File: config.mk
export PLATFORM = sky130hd
export DESIGN_NAME = tdh_handler
export DESIGN_NICKNAME = d
export VERILOG_FILES = /design/src/tdh_pkg.sv /design/src/tdh_handler.sv
export SDC_FILE = /design/constraint.sdc
export NUM_CORES = 1
export LEC_CHECK = 0
export BUFFER_PORTS_ARGS = -buffer_cell sky130_fd_sc_hd__buf_2
export CAP_MARGIN = 30
export CORE_ASPECT_RATIO = 1.4
export CORE_UTILIZATION = 50
export CTS_CLUSTER_SIZE = 25
export DETAILED_ROUTE_END_ITERATION = 7
export GPL_ROUTABILITY_DRIVEN = 0
export MAX_ROUTING_LAYER = met4
export PLACE_DENSITY_LB_ADDON = 0.2
export SLEW_MARGIN = 5
export SYNTH_ARGS = -nofsm -noshare
export SYNTH_HDL_FRONTEND = slang
export SYNTH_SLANG_ARGS = --single-unit
File: constraint.sdc
create_clock -name core_clk -period 5.85 [get_ports core_clk]
set_input_delay 0.8775 -clock core_clk [delete_from_list [all_inputs] [get_ports core_clk]]
set_output_delay 0.8775 -clock core_clk [all_outputs]
set_load 0.05 [all_outputs]
File: src/tdh_pkg.sv
// Constants, field layout and state type for the transmit descriptor handler
package tdh_pkg;
	// ***********************************************************
	// Descriptor word b: ownership, summary and frame flags
	// ***********************************************************
	localparam int B_OWN = 15;
	localparam int B_ERR = 14;
	localparam int B_FORCE = 13;
	localparam int B_MORE = 12;
	localparam int B_ONE = 11;
	localparam int B_WAITED = 10;
	localparam int B_FIRST = 9;
	localparam int B_LAST = 8;
	// ***********************************************************
	// Descriptor words c and d
	// ***********************************************************
	localparam int C_LEN_HI = 11;
	localparam int D_CHAIN = 15;
	localparam int D_STARVED = 14;
	localparam int D_RES = 13;
	localparam int D_LATE_COLLISION_FAULT = 12;
	localparam int D_CARRIER_LOST_FAULT = 11;
	localparam int D_RETRY_LIMIT_FAULT = 10;
	// Byte offsets of the four 16-bit words inside one ring entry
	localparam logic [23:0] OFF_A = 24'h000000;
	localparam logic [23:0] OFF_B = 24'h000002;
	localparam logic [23:0] OFF_C = 24'h000004;
	localparam logic [23:0] OFF_D = 24'h000006;
	localparam int DESC_SHIFT = 3;
	localparam logic [4:0] RETRY_LIMIT = 5'h10;
	// ***********************************************************
	// Register map and reset values
	// ***********************************************************
	localparam logic [3:0] REG_CTRL = 4'h0;
	localparam logic [3:0] REG_RING_BASE = 4'h4;
	localparam logic [3:0] REG_RING_LEN = 4'h8;
	localparam logic [3:0] REG_STATUS = 4'hc;
	localparam int CTRL_START = 0;
	localparam int CTRL_NO_RETRY = 1;
	localparam int CTRL_CS_DIS = 2;
	localparam logic [7:0] RING_LEN_RST = 8'h08;
	localparam logic [23:0] RING_BASE_RST = 24'h000000;
	typedef enum {ST_IDLE, ST_RD_B, ST_RD_A, ST_RD_C, ST_MOVE, ST_NEXT_B, ST_WAIT_END, ST_WR_D, ST_WR_B} tdh_state_e;
endpackage
File: src/tdh_handler.sv
// Transmit descriptor handler with AHB-Lite control registers
//
// Our own choices: the AHB-Lite register port and the placing of the registers.
`timescale 1ns/100ps

module tdh_handler #(
	parameter int RING_W = 8
) (
	input wire logic core_clk,
	input wire logic reset,
	input wire logic hsel,
	input wire logic [31:0] haddr,
	input wire logic [1:0] htrans,
	input wire logic hwrite,
	input wire logic [2:0] hsize,
	input wire logic [31:0] hwdata,
	input wire logic hready,
	output logic hreadyout,
	output logic hresp,
	output logic [31:0] hrdata,
	output logic mem_req,
	output logic mem_write,
	output logic [23:0] mem_addr,
	output logic [15:0] mem_wdata,
	input wire logic mem_ack,
	input wire logic [15:0] mem_rdata,
	output logic xfer_start,
	output logic [23:0] xfer_addr,
	output logic [11:0] xfer_len,
	input wire logic xfer_done,
	output logic frame_add_checksum,
	input wire logic mac_collision,
	input wire logic mac_late_collision,
	input wire logic mac_carrier_lost,
	input wire logic mac_deferred,
	input wire logic mac_underflow,
	input wire logic mac_frame_done,
	output logic transmitter_active
);
	import tdh_pkg::*;

	tdh_state_e state;
	logic [15:0] word_a, word_b, nxt_b;
	logic [RING_W-1:0] idx, ring_len;
	logic [23:0] ring_base;
	logic no_retry, cs_dis;
	logic f_data_starved_fault, f_late_collision_fault, f_carrier_lost_fault, f_retry_limit_fault, f_chain, f_wait;
	logic [4:0] f_cnt;
	logic chain_ok, stop_req;
	logic wr_pend;
	logic [3:0] wr_addr;
	logic in_frame;
	logic addr_phase;
	logic [15:0] d_word, b_word;
	logic desc_end, frame_end;

	// ***********************************************************
	// Helpers
	// ***********************************************************
	function automatic logic [23:0] desc_addr(input logic [23:0] base, input logic [RING_W-1:0] i,
		input logic [23:0] off);
		desc_addr = base + (24'(i) << DESC_SHIFT) + off;
	endfunction
	function automatic logic [RING_W-1:0] step(input logic [RING_W-1:0] i, input logic [RING_W-1:0] len);
		step = (i + 1'b1 >= len) ? '0 : RING_W'(i + 1'b1);
	endfunction

	// Frame is on the wire while data moves or end status is awaited
	assign in_frame = (state == ST_MOVE) || (state == ST_NEXT_B) || (state == ST_WAIT_END);
	assign addr_phase = hsel && htrans[1] && hready;
	assign desc_end = (state == ST_WR_B) && mem_ack;
	assign frame_end = desc_end && (word_b[B_LAST] || stop_req || !chain_ok);

	// Status words handed back; fixed host fields copied unchanged
	assign d_word = {f_chain & ~(f_late_collision_fault | f_retry_limit_fault), f_data_starved_fault, 1'b0, f_late_collision_fault, f_carrier_lost_fault, f_retry_limit_fault, 10'h000};
	assign b_word = {1'b0, f_data_starved_fault | f_late_collision_fault | f_carrier_lost_fault | f_retry_limit_fault, word_b[B_FORCE],
		f_cnt > 5'h01,
		(f_cnt == 5'h01) && !f_late_collision_fault && !f_retry_limit_fault,
		f_wait, word_b[B_FIRST:0]};

	// ***********************************************************
	// AHB-Lite slave
	// ***********************************************************
	// Zero wait states, so response flops only need reset; write data lands in the data phase
	always_ff @(posedge core_clk) begin
		if (reset) begin
			hreadyout <= 1'b1;
			hresp <= 1'b0;
			wr_pend <= 1'b0;
			wr_addr <= 4'h0;
		end else begin
			wr_pend <= addr_phase && hwrite;
			wr_addr <= haddr[3:0];
		end
	end
	// Configuration registers
	always_ff @(posedge core_clk) begin
		if (reset) begin
			no_retry <= 1'b0;
			cs_dis <= 1'b0;
			ring_base <= RING_BASE_RST;
			ring_len <= RING_W'(RING_LEN_RST);
		end else if (wr_pend) begin
			if (wr_addr == REG_CTRL) begin
				no_retry <= hwdata[CTRL_NO_RETRY];
				cs_dis <= hwdata[CTRL_CS_DIS];
			end
			if (wr_addr == REG_RING_BASE) ring_base <= hwdata[23:0];
			if (wr_addr == REG_RING_LEN) ring_len <= hwdata[RING_W-1:0];
		end
	end
	// Read data prepared in the address phase; only haddr[3:0] is decoded, unmapped offsets read as zero
	always_ff @(posedge core_clk) begin
		if (reset) begin
			hrdata <= 32'h00000000;
		end else if (addr_phase && !hwrite) begin
			unique case (haddr[3:0])
				REG_CTRL: hrdata <= {29'h0, cs_dis, no_retry, transmitter_active};
				REG_RING_BASE: hrdata <= {8'h00, ring_base};
				REG_RING_LEN: hrdata <= 32'(ring_len);
				REG_STATUS: hrdata <= {8'h00, 8'(idx), d_word[15:10], 5'h00, f_cnt};
				default: hrdata <= 32'h00000000;
			endcase
		end
	end
	// Software starts or stops; a data fault stops it from hardware
	always_ff @(posedge core_clk) begin
		if (reset) begin
			transmitter_active <= 1'b0;
		end else if (in_frame && (mac_underflow || ((state == ST_NEXT_B) && mem_ack && !mem_rdata[B_OWN]))) begin
			transmitter_active <= 1'b0;
		end else if (wr_pend && (wr_addr == REG_CTRL)) begin
			transmitter_active <= hwdata[CTRL_START];
		end
	end
	// ***********************************************************
	// Fault and retry capture for the running frame
	// ***********************************************************
	// Faults other than the retry limit belong to the descriptor in use; counts and the retry limit to the frame
	always_ff @(posedge core_clk) begin
		if (reset || desc_end) begin
			f_data_starved_fault <= 1'b0;
			f_late_collision_fault <= 1'b0;
			f_carrier_lost_fault <= 1'b0;
			f_chain <= 1'b0;
		end else if (in_frame) begin
			if (mac_underflow) f_data_starved_fault <= 1'b1;
			if (mac_late_collision) f_late_collision_fault <= 1'b1;
			if (mac_carrier_lost) f_carrier_lost_fault <= 1'b1;
			if ((state == ST_NEXT_B) && ((mem_ack && !mem_rdata[B_OWN]) || mac_underflow)) begin
				f_chain <= 1'b1;
				f_data_starved_fault <= 1'b1;
			end
		end
	end
	// Failed attempts counted until the limit or the first when disabled
	always_ff @(posedge core_clk) begin
		if (reset || frame_end) begin
			f_cnt <= 5'h00;
			f_retry_limit_fault <= 1'b0;
			f_wait <= 1'b0;
		end else if (in_frame) begin
			if (mac_collision && !f_retry_limit_fault) begin
				f_cnt <= f_cnt + 5'h01;
				if ((f_cnt + 5'h01 >= RETRY_LIMIT) || no_retry) f_retry_limit_fault <= 1'b1;
			end
			if (mac_deferred) f_wait <= 1'b1;
		end
	end
	// ***********************************************************
	// Descriptor walk
	// ***********************************************************
	// One request held on the memory port until acknowledged
	always_ff @(posedge core_clk) begin
		if (reset) begin
			state <= ST_IDLE;
			idx <= '0;
			word_a <= 16'h0000;
			word_b <= 16'h0000;
			nxt_b <= 16'h0000;
			mem_req <= 1'b0;
			mem_write <= 1'b0;
			mem_addr <= 24'h000000;
			mem_wdata <= 16'h0000;
			xfer_start <= 1'b0;
			xfer_addr <= 24'h000000;
			xfer_len <= 12'h000;
			frame_add_checksum <= 1'b0;
			chain_ok <= 1'b0;
			stop_req <= 1'b0;
		end else begin
			xfer_start <= 1'b0;
			unique case (state)
				ST_IDLE: begin
					if (transmitter_active) begin
						state <= ST_RD_B;
						mem_req <= 1'b1;
						mem_write <= 1'b0;
						mem_addr <= desc_addr(ring_base, idx, OFF_B);
					end
				end
				ST_RD_B: begin
					if (mem_ack) begin
						word_b <= mem_rdata;
						chain_ok <= 1'b0;
						stop_req <= 1'b0;
						if (!mem_rdata[B_OWN]) begin
							state <= ST_IDLE;
							mem_req <= 1'b0;
						end else if (!mem_rdata[B_FIRST]) begin
							idx <= step(idx, ring_len);
							state <= ST_IDLE;
							mem_req <= 1'b0;
						end else begin
							state <= ST_RD_A;
							mem_addr <= desc_addr(ring_base, idx, OFF_A);
						end
					end
				end
				ST_RD_A: begin
					if (mem_ack) begin
						word_a <= mem_rdata;
						state <= ST_RD_C;
						mem_addr <= desc_addr(ring_base, idx, OFF_C);
					end
				end
				ST_RD_C: begin
					if (mem_ack) begin
						mem_req <= 1'b0;
						state <= ST_MOVE;
						xfer_start <= 1'b1;
						xfer_addr <= {word_b[7:0], word_a};
						xfer_len <= 12'(~mem_rdata[C_LEN_HI:0] + 12'h001);
						if (word_b[B_FIRST]) begin
							frame_add_checksum <= word_b[B_FORCE] || !cs_dis;
						end
					end
				end
				ST_MOVE: begin
					if (mac_underflow) begin
						stop_req <= 1'b1;
						state <= ST_WR_D;
						mem_write <= 1'b1;
						mem_addr <= desc_addr(ring_base, idx, OFF_D);
					end else if (xfer_done && word_b[B_LAST]) begin
						state <= ST_WAIT_END;
					end else if (xfer_done) begin
						state <= ST_NEXT_B;
						mem_req <= 1'b1;
						mem_write <= 1'b0;
						mem_addr <= desc_addr(ring_base, step(idx, ring_len), OFF_B);
					end
				end
				ST_NEXT_B: begin
					if (mac_underflow) begin
						stop_req <= 1'b1;
					end
					if (mem_ack) begin
						nxt_b <= mem_rdata;
						chain_ok <= mem_rdata[B_OWN] && !mac_underflow && !stop_req;
						state <= ST_WR_D;
						mem_req <= 1'b0;
						mem_write <= 1'b1;
						mem_addr <= desc_addr(ring_base, idx, OFF_D);
					end
				end
				ST_WAIT_END: begin
					if (mac_frame_done || mac_underflow) begin
						stop_req <= mac_underflow;
						state <= ST_WR_D;
						mem_write <= 1'b1;
						mem_addr <= desc_addr(ring_base, idx, OFF_D);
					end
				end
				ST_WR_D: begin
					// Request raised a cycle late, so faults of the last edge are in the word
					if (!mem_req) begin
						mem_req <= 1'b1;
						mem_wdata <= d_word;
					end else if (mem_ack) begin
						state <= ST_WR_B;
						mem_addr <= desc_addr(ring_base, idx, OFF_B);
						mem_wdata <= b_word;
					end
				end
				ST_WR_B: begin
					mem_wdata <= b_word;
					if (mem_ack) begin
						idx <= step(idx, ring_len);
						if (chain_ok && !word_b[B_LAST] && !stop_req) begin
							word_b <= nxt_b;
							state <= ST_RD_A;
							mem_write <= 1'b0;
							mem_addr <= desc_addr(ring_base, step(idx, ring_len), OFF_A);
						end else begin
							state <= ST_IDLE;
							mem_req <= 1'b0;
							mem_write <= 1'b0;
						end
					end
				end
			endcase
		end
	end

	// ***********************************************************
	// Checks
	// ***********************************************************
	AST_OWN_RELEASE: assert property (@(posedge core_clk) disable iff (reset)
		(state == ST_WR_B && mem_ack) |-> (mem_write && !mem_wdata[B_OWN] && mem_addr[2:0] == OFF_B[2:0]))
		else $error("ownership not released on word b write");
	AST_STATUS_FIRST: assert property (@(posedge core_clk) disable iff (reset)
		$rose(state == ST_WR_B) |-> $past(state == ST_WR_D && mem_ack))
		else $error("ownership released before status write");
	AST_SUMMARY: assert property (@(posedge core_clk) disable iff (reset)
		(state == ST_WR_B && mem_ack) |-> mem_wdata[B_ERR] == (f_data_starved_fault | f_late_collision_fault | f_carrier_lost_fault | f_retry_limit_fault))
		else $error("summary fault not the OR of faults");
	AST_RESERVED: assert property (@(posedge core_clk) disable iff (reset)
		(state == ST_WR_D && mem_ack) |-> (mem_write && !mem_wdata[D_RES]))
		else $error("reserved status bit written as one");
	AST_CHAIN_STOP: assert property (@(posedge core_clk) disable iff (reset)
		$rose(f_chain) |-> (f_data_starved_fault && !transmitter_active))
		else $error("chain fault left transmitter running");
	AST_SKIP: assert property (@(posedge core_clk) disable iff (reset)
		(state == ST_RD_B && mem_ack && mem_rdata[B_OWN] && !mem_rdata[B_FIRST]) |=> (state == ST_IDLE && !mem_req))
		else $error("entry without first flag not skipped");
	AST_LENGTH: assert property (@(posedge core_clk) disable iff (reset)
		(state == ST_RD_C && mem_ack) |=> (xfer_start && xfer_len == 12'(12'h000 - $past(mem_rdata[11:0]))))
		else $error("transfer length not the negated count");
	AST_ADDRESS: assert property (@(posedge core_clk) disable iff (reset)
		xfer_start |-> (xfer_addr == {word_b[7:0], word_a}))
		else $error("buffer address badly formed");
	AST_CHAIN_MASK: assert property (@(posedge core_clk) disable iff (reset)
		(state == ST_WR_D && mem_ack && (f_late_collision_fault || f_retry_limit_fault)) |-> !mem_wdata[D_CHAIN])
		else $error("chain fault reported with late collision or retry limit");
	AST_FIXED: assert property (@(posedge core_clk) disable iff (reset)
		(state == ST_WR_B && mem_ack) |-> (mem_wdata[B_FIRST:0] == word_b[B_FIRST:0]))
		else $error("host owned fields modified");
	AST_RETRY: assert property (@(posedge core_clk) disable iff (reset)
		(in_frame && !frame_end && mac_collision && !f_retry_limit_fault && f_cnt == 5'h0f) |=> f_retry_limit_fault)
		else $error("retry limit not raised after sixteen failures");
endmodule

Yosys cells after proc, flatten, opt, wreduce, memory -nomap -nowiden --
Index checks and enable logic that the tools add are counted.
Operators by class: multipliers 0, reductions and logical operators 78, shift-type cells 0, add/subtract/negate cells 9, equal/unequal tests 42, muxes and demuxes 70, bitwise operators 8, $lt $le $gt $ge 3, div/mod/pow operators 0
Operators by type and width (number):
- 32-bit 2-to-1 mux | 12
- 24-bit 2-to-1 mux | 14
- 32-bit case mux with 9 select lines | 1
- 24-bit case mux with 8 select lines | 1
- 32-bit by 3-bit equality test with 1-bit output (second input constant) | 4
- 32-bit by 4-bit equality test with 1-bit output (second input constant) | 4
- 24-bit case mux with 4 select lines | 1
- 32-bit by 2-bit equality test with 1-bit output (second input constant) | 2
- 24-bit by 11-bit adder with 24-bit output | 2
- 24-bit by 2-bit adder with 24-bit output (second input constant) | 2
- 24-bit by 3-bit adder with 24-bit output (second input constant) | 2
- 14-bit 2-to-1 mux | 3
- 8-bit 2-to-1 mux | 5
- 2-bit inequality test (second input constant) | 17
- 32-bit by 1-bit equality test with 1-bit output (second input constant) | 1
- 32-bit by 5-bit equality test with 1-bit output (second input constant) | 1
- 32-bit logical NOT | 1
- 16-bit 2-to-1 mux | 2
- 16-bit case mux with 2 select lines | 1
- 14-bit case mux with 2 select lines | 1
- 2-bit AND reduction | 13
- 1-bit 2-to-1 mux | 21
- 1-bit logical AND | 20
- 10-bit AND reduction | 2
- other kinds (36) | 77
Word-level totals: output and inout port bits 115, memories kept 0, memory bits (writable) 0, latch bits 0, bits in read-only memories 0, word-level logic and storage cells 240, flip-flop bits (word level) 249

Depth between registers and ports, before layout --
Gate-level depths: netlist (run 1).
word-level depth 9, gate-level depth with buffers 22, gate-level depth less buffers 21

Least setup slack after synthesis (run 1) --
Ideal clock, no wire load.
kind register -> register, start point reg idx[0], end point reg mem_addr[19], arrival 4616 ps, stages on the path, launching flop included 23, required time 5762 ps, setup slack 1146 ps, cell sequence dfxtp_1 > and3_1 > nand3_1 > inv_1 > nand3_1 > xor2_1 > inv_1 > ha_1 > nand2_1 > o21ai_1 > nor2_1 > ha_1 > fa_1 > a211oi_2 > o211ai_2 > and2_0 > clkbuf_1 > o41ai_2 > nand4_1 > nor4_1 > xnor2_1 > a21oi_1 > a311oi_2
Between the ends: longest elaborated chain between the ends 9, elaborated cells on any way between the ends 24
Ends and longest elaborated chain:
- start: declaration | RTL line tdh_handler.sv:44 | logic [RING_W-1:0] idx, ring_len;
- start signal: assignment | RTL line tdh_handler.sv:211 | idx <= step(idx, ring_len);
- start signal: assignment | RTL line tdh_handler.sv:289 | idx <= step(idx, ring_len);
- 8-bit by 1-bit adder with 8-bit output | RTL line tdh_handler.sv:65 | step = (i + 1'b1 >= len) ? '0 : RING_W'(i + 1'b1);
- 8-bit >= comparator | RTL line tdh_handler.sv:65
- 8-bit 2-to-1 mux | RTL line tdh_handler.sv:65
- 24-bit by 11-bit adder with 24-bit output | RTL line tdh_handler.sv:62 | desc_addr = base + (24'(i) << DESC_SHIFT) + off;
- 24-bit by 2-bit adder with 24-bit output | RTL line tdh_handler.sv:62
- 24-bit 2-to-1 mux | RTL line tdh_handler.sv:247 | end else if (xfer_done) begin
- 24-bit 2-to-1 mux | RTL line tdh_handler.sv:245 | end else if (xfer_done && word_b[B_LAST]) begin
- 24-bit 2-to-1 mux | RTL line tdh_handler.sv:240 | if (mac_underflow) begin
- 24-bit case mux with 8 select lines (*) | RTL line tdh_handler.sv:193 | unique case (state)
- end signal: assignment | RTL line tdh_handler.sv:199 | mem_addr <= desc_addr(ring_base, idx, OFF_B);
- end signal: assignment | RTL line tdh_handler.sv:244 | mem_addr <= desc_addr(ring_base, idx, OFF_D);
- end signal: assignment | RTL line tdh_handler.sv:251 | mem_addr <= desc_addr(ring_base, step(idx, ring_len), OFF_B);
- end: declaration | RTL line tdh_handler.sv:23 | output logic [23:0] mem_addr,
Mark *: on every way between the ends. The rest lies on a longest branch, timed or not. The select of a mux whose other input is x is not followed. A chain may end at the register's enable or synchronous reset.

Worst setup path after layout (run 1) --
start point reg idx[1], end point reg mem_addr[19]
The elaborated chain is that of the path after synthesis.

==> impl_metrics.env, run 1 <==
export IMPL_outcome="finished clean"
export IMPL_place_inst=2026
export IMPL_htreeDepth=1
export IMPL_syn_avg_cell_area_um2=7.56
export IMPL_hold_path_startpoint="mem_wdata[6]"
export IMPL_criticalPathCategory="flip-flop to flip-flop"
export IMPL_layout_drive_gt1_share_pct=15.6
export IMPL_r2r_slack_ps=330
export IMPL_cp_max_fo=7
export IMPL_clkLatencyLatePin_ps=520
export IMPL_globalRouteOverflowTotal=0
export IMPL_period_minus_slack_ps=5520
export IMPL_cts_sinks=207
export IMPL_grt_use_total_pct=30.5
export IMPL_num_vias=12600
export IMPL_nFillCells=2214
export IMPL_max_cap_violations=0
export IMPL_peakVddDrop_uv=225
export IMPL_vias_per_cell=6.10
export IMPL_synthToLayoutAreaGrowth_pct=14.1
export IMPL_setup_viol=0
export IMPL_leakage_nw=5.39
export IMPL_finalHoldViolations=0
export IMPL_synth_cells=1640
export IMPL_ff_latch_area_mm2=0.00415
export IMPL_grt_pass1_vias=11700
export IMPL_instances_no_fill=2065
export IMPL_grt_start_max_net_pins=85
export IMPL_arrival_ps=5940
export IMPL_cts_tree="built"
export IMPL_hold_ws_ps=444
export IMPL_finalClockSkew_ps=11.8
export IMPL_post_cts_setup_buffers=0
export IMPL_ant_nets=0
export IMPL_multi_input_area_mm2=0.00770
export IMPL_routed_wl_mm=38.6
export IMPL_ys_types=90
export IMPL_design_die_area_mm2=0.0254
export IMPL_cp_end_kind="flip-flop"
export IMPL_synth_area_leaders="dfxtp_1, nand2_1, a21oi_1"
export IMPL_design_area_mm2=0.0141
export IMPL_grt_pass1_wl_mm=60.6
export IMPL_fin_nets=1872
export IMPL_start_util_pct=51.4
export IMPL_fmax_mhz=181
export IMPL_pre_cts_ws_ps=455
export IMPL_async_flop_share_pct=0
export IMPL_placed_cell_area_mm2=0.0134
export IMPL_yosysTopAreaCell="dfxtp_1"
export IMPL_rsz0062_at_grt="no"
export IMPL_dp_hpwl_mm=28.2
export IMPL_relSlewSlack_pct=34.4
export IMPL_antenna_found_initial=0
export IMPL_seq_area_frac_synth_pct=33.4
export IMPL_r2r_end="mem_addr[19]"
export IMPL_root_buffer="clkbuf_16"
export IMPL_rr_worst_depth=21
export IMPL_finalMaxSlewViolations=0
export IMPL_drt_pass1_iter_count=8
export IMPL_core_mm2=0.0241
export IMPL_synth_edf_count=0
export IMPL_fp_dieH_um=188
export IMPL_p_per_area_mw_per_mm2=317
export IMPL_wl_per_cell_um=18.7
export IMPL_worst_pin_slew_ps=980
export IMPL_io_buffers=162
export IMPL_tns_ps=0
export IMPL_min_to="mem_wdata[6]"
export IMPL_ys_warn_count=0
export IMPL_std_cell_rows=67
export IMPL_r2r_start="idx[1]"
export IMPL_cts_path_max_buffers=3
export IMPL_ios=213
export IMPL_antennaDiodeCount=0
export IMPL_finalCritPeriodShare_pct=94.3
export IMPL_dieWidth_um=135
export IMPL_cts_buffers=22
export IMPL_finalWorstSetupSlack_ps=335
export IMPL_synth_ff_type="dfxtp_1"
export IMPL_drc=0
export IMPL_whs_path_depth=2
export IMPL_clk_pin_slew_ps=60
export IMPL_ys_ff_latch=207
export IMPL_cp_start_kind="flip-flop"
export IMPL_syn_area_mm2=0.0124
export IMPL_drtIter0Drc=992
export IMPL_crit_required_ps=6270
export IMPL_worstHoldPathType="flip-flop to flip-flop"
export IMPL_synth_top_area_share_pct=33.4
-- flip-flops by register name, indices dropped and copies added (netlist names), 4 cells and up --
name and cells:
f_cnt 5, idx 8, ring_len 8, mem_addr 24, state 4, xfer_addr 24
wr_addr 4, word_b 11, ring_base 24, nxt_b 11, word_a 16, xfer_len 12
mem_wdata 16, hrdata 24
-- logic make-up (layout without fill, tap and decap cells) --
family / after synthesis / after routing / synth area share (%)
and+or+nand+nor: 687 / 687 / 25.3
AOI/OAI and AO/OA: 454 / 454 / 24.5
DFF: 207 / 207 / 33.4
buffers and inverters: 150 / 257 / 4.96
xor gates and xnor gates: 83 / 83 / 6.07
adders and majority gates: 34 / 34 / 3.55
muxes: 23 / 23 / 2.16
other: 2 / 10 / 0.0606
-- final cells by class --
class | instances | share of cell area (%)
Multi-Input combinational cell | 1291 | 54.4
Sequential cell | 207 | 29.3
Timing Repair Buffer | 185 | 7.07
Clock buffer | 31 | 4.48
Tap cell | 310 | 2.74
Clock inverter | 8 | 1.11
Inverter | 33 | 0.875
-- critical path, stage by stage, from the launching register on --
cell	delay, ps
dfxtp_1	510
ha_1	260
xnor2_1	180
inv_1	80
ha_1	280
a21o_1	160
a21o_1	170
a21o_1	160
a21oi_1	170
o21ai_1	150
buf_4	190
nor2_1	100
ha_1	290
a211oi_2	430
o211ai_2	190
and2_0	340
o41ai_2	480
nand4_1	300
nor4_1	470
xnor2_1	180
a21oi_1	100
a311oi_2	230
-- cell usage after synthesis (all sizes together), types with 9 or more instances --
master	n
a211oi	18
a21o	11
a21oi	182
a22oi	24
a311oi	27
a31oi	21
and2	13
and3	12
buf	28
clkbuf	89
dfxtp	207
ha	32
inv	33
mux2i	20
nand2	291
nand3	52
nand4	15
nor2	183
nor2b	14
nor3	37
nor4	12
o211ai	23
o21a	9
o21ai	51
o21bai	9
o221ai	11
or3	13
xnor2	47
xor2	36
-- through the flow --
stage          total power [mW]  utilization (%)
6_report                   4.48             58.6
3_5_place_dp               2.97             55.3
4_1_cts                    4.48             58.6
2_1_floorplan              2.58                -
3_3_place_gp               2.94             55.2
5_1_grt                    4.67             58.6
-- per-layer routing --
metal  vias to the layer above  wire, µm  global-route usage, %
li1                       6031         -                      -
met2                       563     19000                   52.5
met5                         -         0                      -
met4                         0      2090                   15.8
met3                       152      2560                   4.06
met1                      5855     15000                   33.9
-- timing repair --
action	4_1_cts	5_1_grt
hold buffers	0	0
setup endpoints to repair	0	1
resized for setup	0	3
-- cell usage in the layout (no fill, tap or decap), types with 22 or more instances in the layout --
cell type / Yosys / layout
clkbuf_16: 0 / 22
nand2_1: 290 / 290
o21ai_0: 42 / 42
a22oi_1: 24 / 24
buf_2: 8 / 161
nor3_1: 37 / 35
nand3_1: 50 / 50
dfxtp_1: 207 / 206
xnor2_1: 46 / 46
ha_1: 32 / 32
nor2_1: 182 / 181
xor2_1: 35 / 35
a21oi_1: 181 / 181
inv_1: 33 / 33
a311oi_1: 26 / 26
-- power by group --
part / total (mW) / internal [mW] / switching, mW / leakage [nW]
sequential: 1.63 / 1.52 / 0.110 / 1.67
combinational: 1.34 / 0.403 / 0.932 / 3.33
clock: 1.52 / 0.934 / 0.583 / 0.379
-- worst max-delay path by stage --
stage / cells after the start / slack (ps) / startpoint / end
floorplan: 22 / 1150 / idx[0] / mem_addr[19]
global placement: 21 / 580 / idx[0] / mem_addr[20]
detailed placement: 21 / 450 / idx[0] / mem_addr[20]
CTS: 21 / 400 / idx[0] / mem_addr[20]
global route: 21 / 30 / idx[1] / mem_addr[20]
finish: 21 / 330 / idx[1] / mem_addr[19]
(Power assumes the default switching activity.)
==> run 2: changes to the inputs <==
Settings changed: HOLD_SLACK_MARGIN from default to 0.12, RECOVER_POWER from default to 100, SKIP_CTS_REPAIR_TIMING from default to 1.
==> run 2 against run 1 <==
Against the previous run:
- the flow now finishes with violations (capacitance limit, slew limit)
- cell count unchanged
- setup slack better by 9.9 ps
- sequential power about the same
- final area shrank 1.3%
- combinational power decreased by 4%
- non-clock buffer count is the same
- clock-buffer cell count is the same
- critical path depth down 11
- worst hold slack improved by 2.1 ps
- first-iteration DRC count is 0.30% higher
- largest cell class unchanged
- largest power group unchanged
==> impl_metrics.env, run 2 (same netlist as run 1, synthesis figures left out) <==
export IMPL_crit_required_ps=6220
export IMPL_ff_latch_area_mm2=0.00415
export IMPL_globalRouteOverflowTotal=0
export IMPL_io_buffers=162
export IMPL_design_area_mm2=0.0140
export IMPL_htreeDepth=1
export IMPL_criticalPathCategory="flip-flop to flip-flop"
export IMPL_synthToLayoutAreaGrowth_pct=12.6
export IMPL_root_buffer="clkbuf_16"
export IMPL_max_stage_delay_ps=1200
export IMPL_grt_pass1_vias=11700
export IMPL_nFillCells=2293
export IMPL_final_cell_mix="nand2_1, dfxtp_1, a21oi_1, nor2_1, clkbuf_1"
export IMPL_tns_ps=0
export IMPL_dp_hpwl_mm=28.2
export IMPL_drt_pass1_iter_count=6
export IMPL_cp_end_kind="flip-flop"
export IMPL_grt_start_max_net_pins=85
export IMPL_ios=213
export IMPL_ant_nets=0
export IMPL_clk_pin_slew_ps=60
export IMPL_routed_wl_mm=38.6
export IMPL_antenna_found_initial=0
export IMPL_whs_path_depth=2
export IMPL_cts_buffers=22
export IMPL_multi_input_area_mm2=0.00769
export IMPL_p_per_area_mw_per_mm2=318
export IMPL_cts_tree="built"
export IMPL_place_inst=2026
export IMPL_crit_family="buffers and inverters"
export IMPL_cp_start_kind="flip-flop"
export IMPL_finalCritPeriodShare_pct=94.1
export IMPL_r2r_end="mem_addr[19]"
export IMPL_finalClockSkew_ps=11.3
export IMPL_relSlewSlack_pct=-97.1
export IMPL_rsz0062_at_grt="no"
export IMPL_antennaDiodeCount=0
export IMPL_r2r_start="state[2]"
export IMPL_rr_worst_depth=10
export IMPL_hold_ws_ps=446
export IMPL_max_cap_violations=5
export IMPL_fin_nets=1872
export IMPL_dieWidth_um=135
export IMPL_num_vias=12600
export IMPL_drc=0
export IMPL_cts_sinks=207
export IMPL_vias_per_cell=6.09
export IMPL_cp_cell_sequence="inv_1 -> nand3_1 -> clkbuf_1 -> o221ai_1 -> o22ai_1 -> clkbuf_1 -> buf_4 -> o221ai_1 -> a21oi_1 -> a311oi_2"
export IMPL_drtIter0Drc=995
export IMPL_leakage_nw=4.89
export IMPL_std_cell_rows=67
export IMPL_core_mm2=0.0241
export IMPL_wl_per_cell_um=18.7
export IMPL_worstHoldPathType="flip-flop to flip-flop"
export IMPL_crit_buf_inv=4
export IMPL_start_util_pct=51.4
export IMPL_peakVddDrop_uv=225
export IMPL_grt_use_total_pct=30.5
export IMPL_final_core_util_pct=57.8
export IMPL_period_minus_slack_ps=5510
export IMPL_layout_drive_gt1_share_pct=8.95
export IMPL_grt_pass1_wl_mm=60.6
export IMPL_placed_cell_area_mm2=0.0134
export IMPL_instances_no_fill=2065
export IMPL_r2r_slack_ps=340
export IMPL_cp_max_fo=31
export IMPL_hold_path_startpoint="mem_wdata[6]"
export IMPL_finalMaxSlewViolations=261
export IMPL_cts_path_max_buffers=3
export IMPL_design_die_area_mm2=0.0254
export IMPL_violations="capacitance limit, slew limit"
export IMPL_worst_pin_slew_ps=2960
export IMPL_setup_viol=0
export IMPL_min_to="mem_wdata[6]"
export IMPL_finalHoldViolations=0
export IMPL_arrival_ps=5880
export IMPL_fmax_mhz=182
export IMPL_fp_dieH_um=188
export IMPL_outcome="finished, violations left"
export IMPL_clkLatencyLatePin_ps=510
export IMPL_cpMaxStageDelayCell="clkbuf_1"
export IMPL_layout_commonest_cell="nand2_1"
-- run 2: changes by cell type in the layout (fill, tap and decap cells not counted), sizes merged --
cell / before / now
clkbuf: 31 / 145
buf: 185 / 71
-- run 2: per-stage QoR --
stage	setup slack [ps]	power, mW
3_5_place_dp	455	2.97
4_1_cts	403	4.48
5_1_grt	46.0	4.63
2_1_floorplan	1150	2.58
3_3_place_gp	581	2.94
6_report	345	4.44
-- run 2: worst max-delay path by stage --
stage,from,endpoint,slack [ps],cells past startpoint
5_1_grt,idx[1],mem_addr[20],50,21
3_3_place_gp,idx[0],mem_addr[20],580,21
3_5_place_dp,idx[0],mem_addr[20],450,21
4_1_cts,idx[0],mem_addr[20],400,21
6_report,state[2],mem_addr[19],340,10
2_1_floorplan,idx[0],mem_addr[19],1150,22
-- run 2: power by group --
part | internal (mW) | total (mW) | switching, mW
Clock | 0.934 | 1.51 | 0.580
Combinational | 0.362 | 1.29 | 0.929
Sequential | 1.52 | 1.63 | 0.112
Total | 2.82 | 4.44 | 1.62
-- run 2: layout make-up --
cell class,instances,share of cell area (%)
sequential,207,29.7
timing repair buffer,185,5.92
clock buffer,31,4.54
clock inverter,8,1.12
multi-input combinational,1291,55.1
inverter,33,0.887
tap,310,2.78
-- run 2: routing by layer --
metal | up-vias | routed length, µm | global-route usage [%] | part of all wire [%]
li1 | 6027 | - | - | -
met1 | 5865 | 14900 | 33.9 | 39
met2 | 540 | 19000 | 52.5 | 49
met3 | 136 | 2540 | 4.06 | 6.6
met4 | 0 | 2100 | 15.8 | 5.4
met5 | - | 0 | - | 0
-- run 2: worst register-to-register path: cells and delay by family, from the launching register on --
| kind | cells | cell delay (ps) |
|---|---|---|
| buffers and inverters | 4 | 2470 |
| AO/OA/AOI/OAI | 5 | 2030 |
| flip-flops | 1 | 740 |
| AND/OR/NAND/NOR | 1 | 130 |
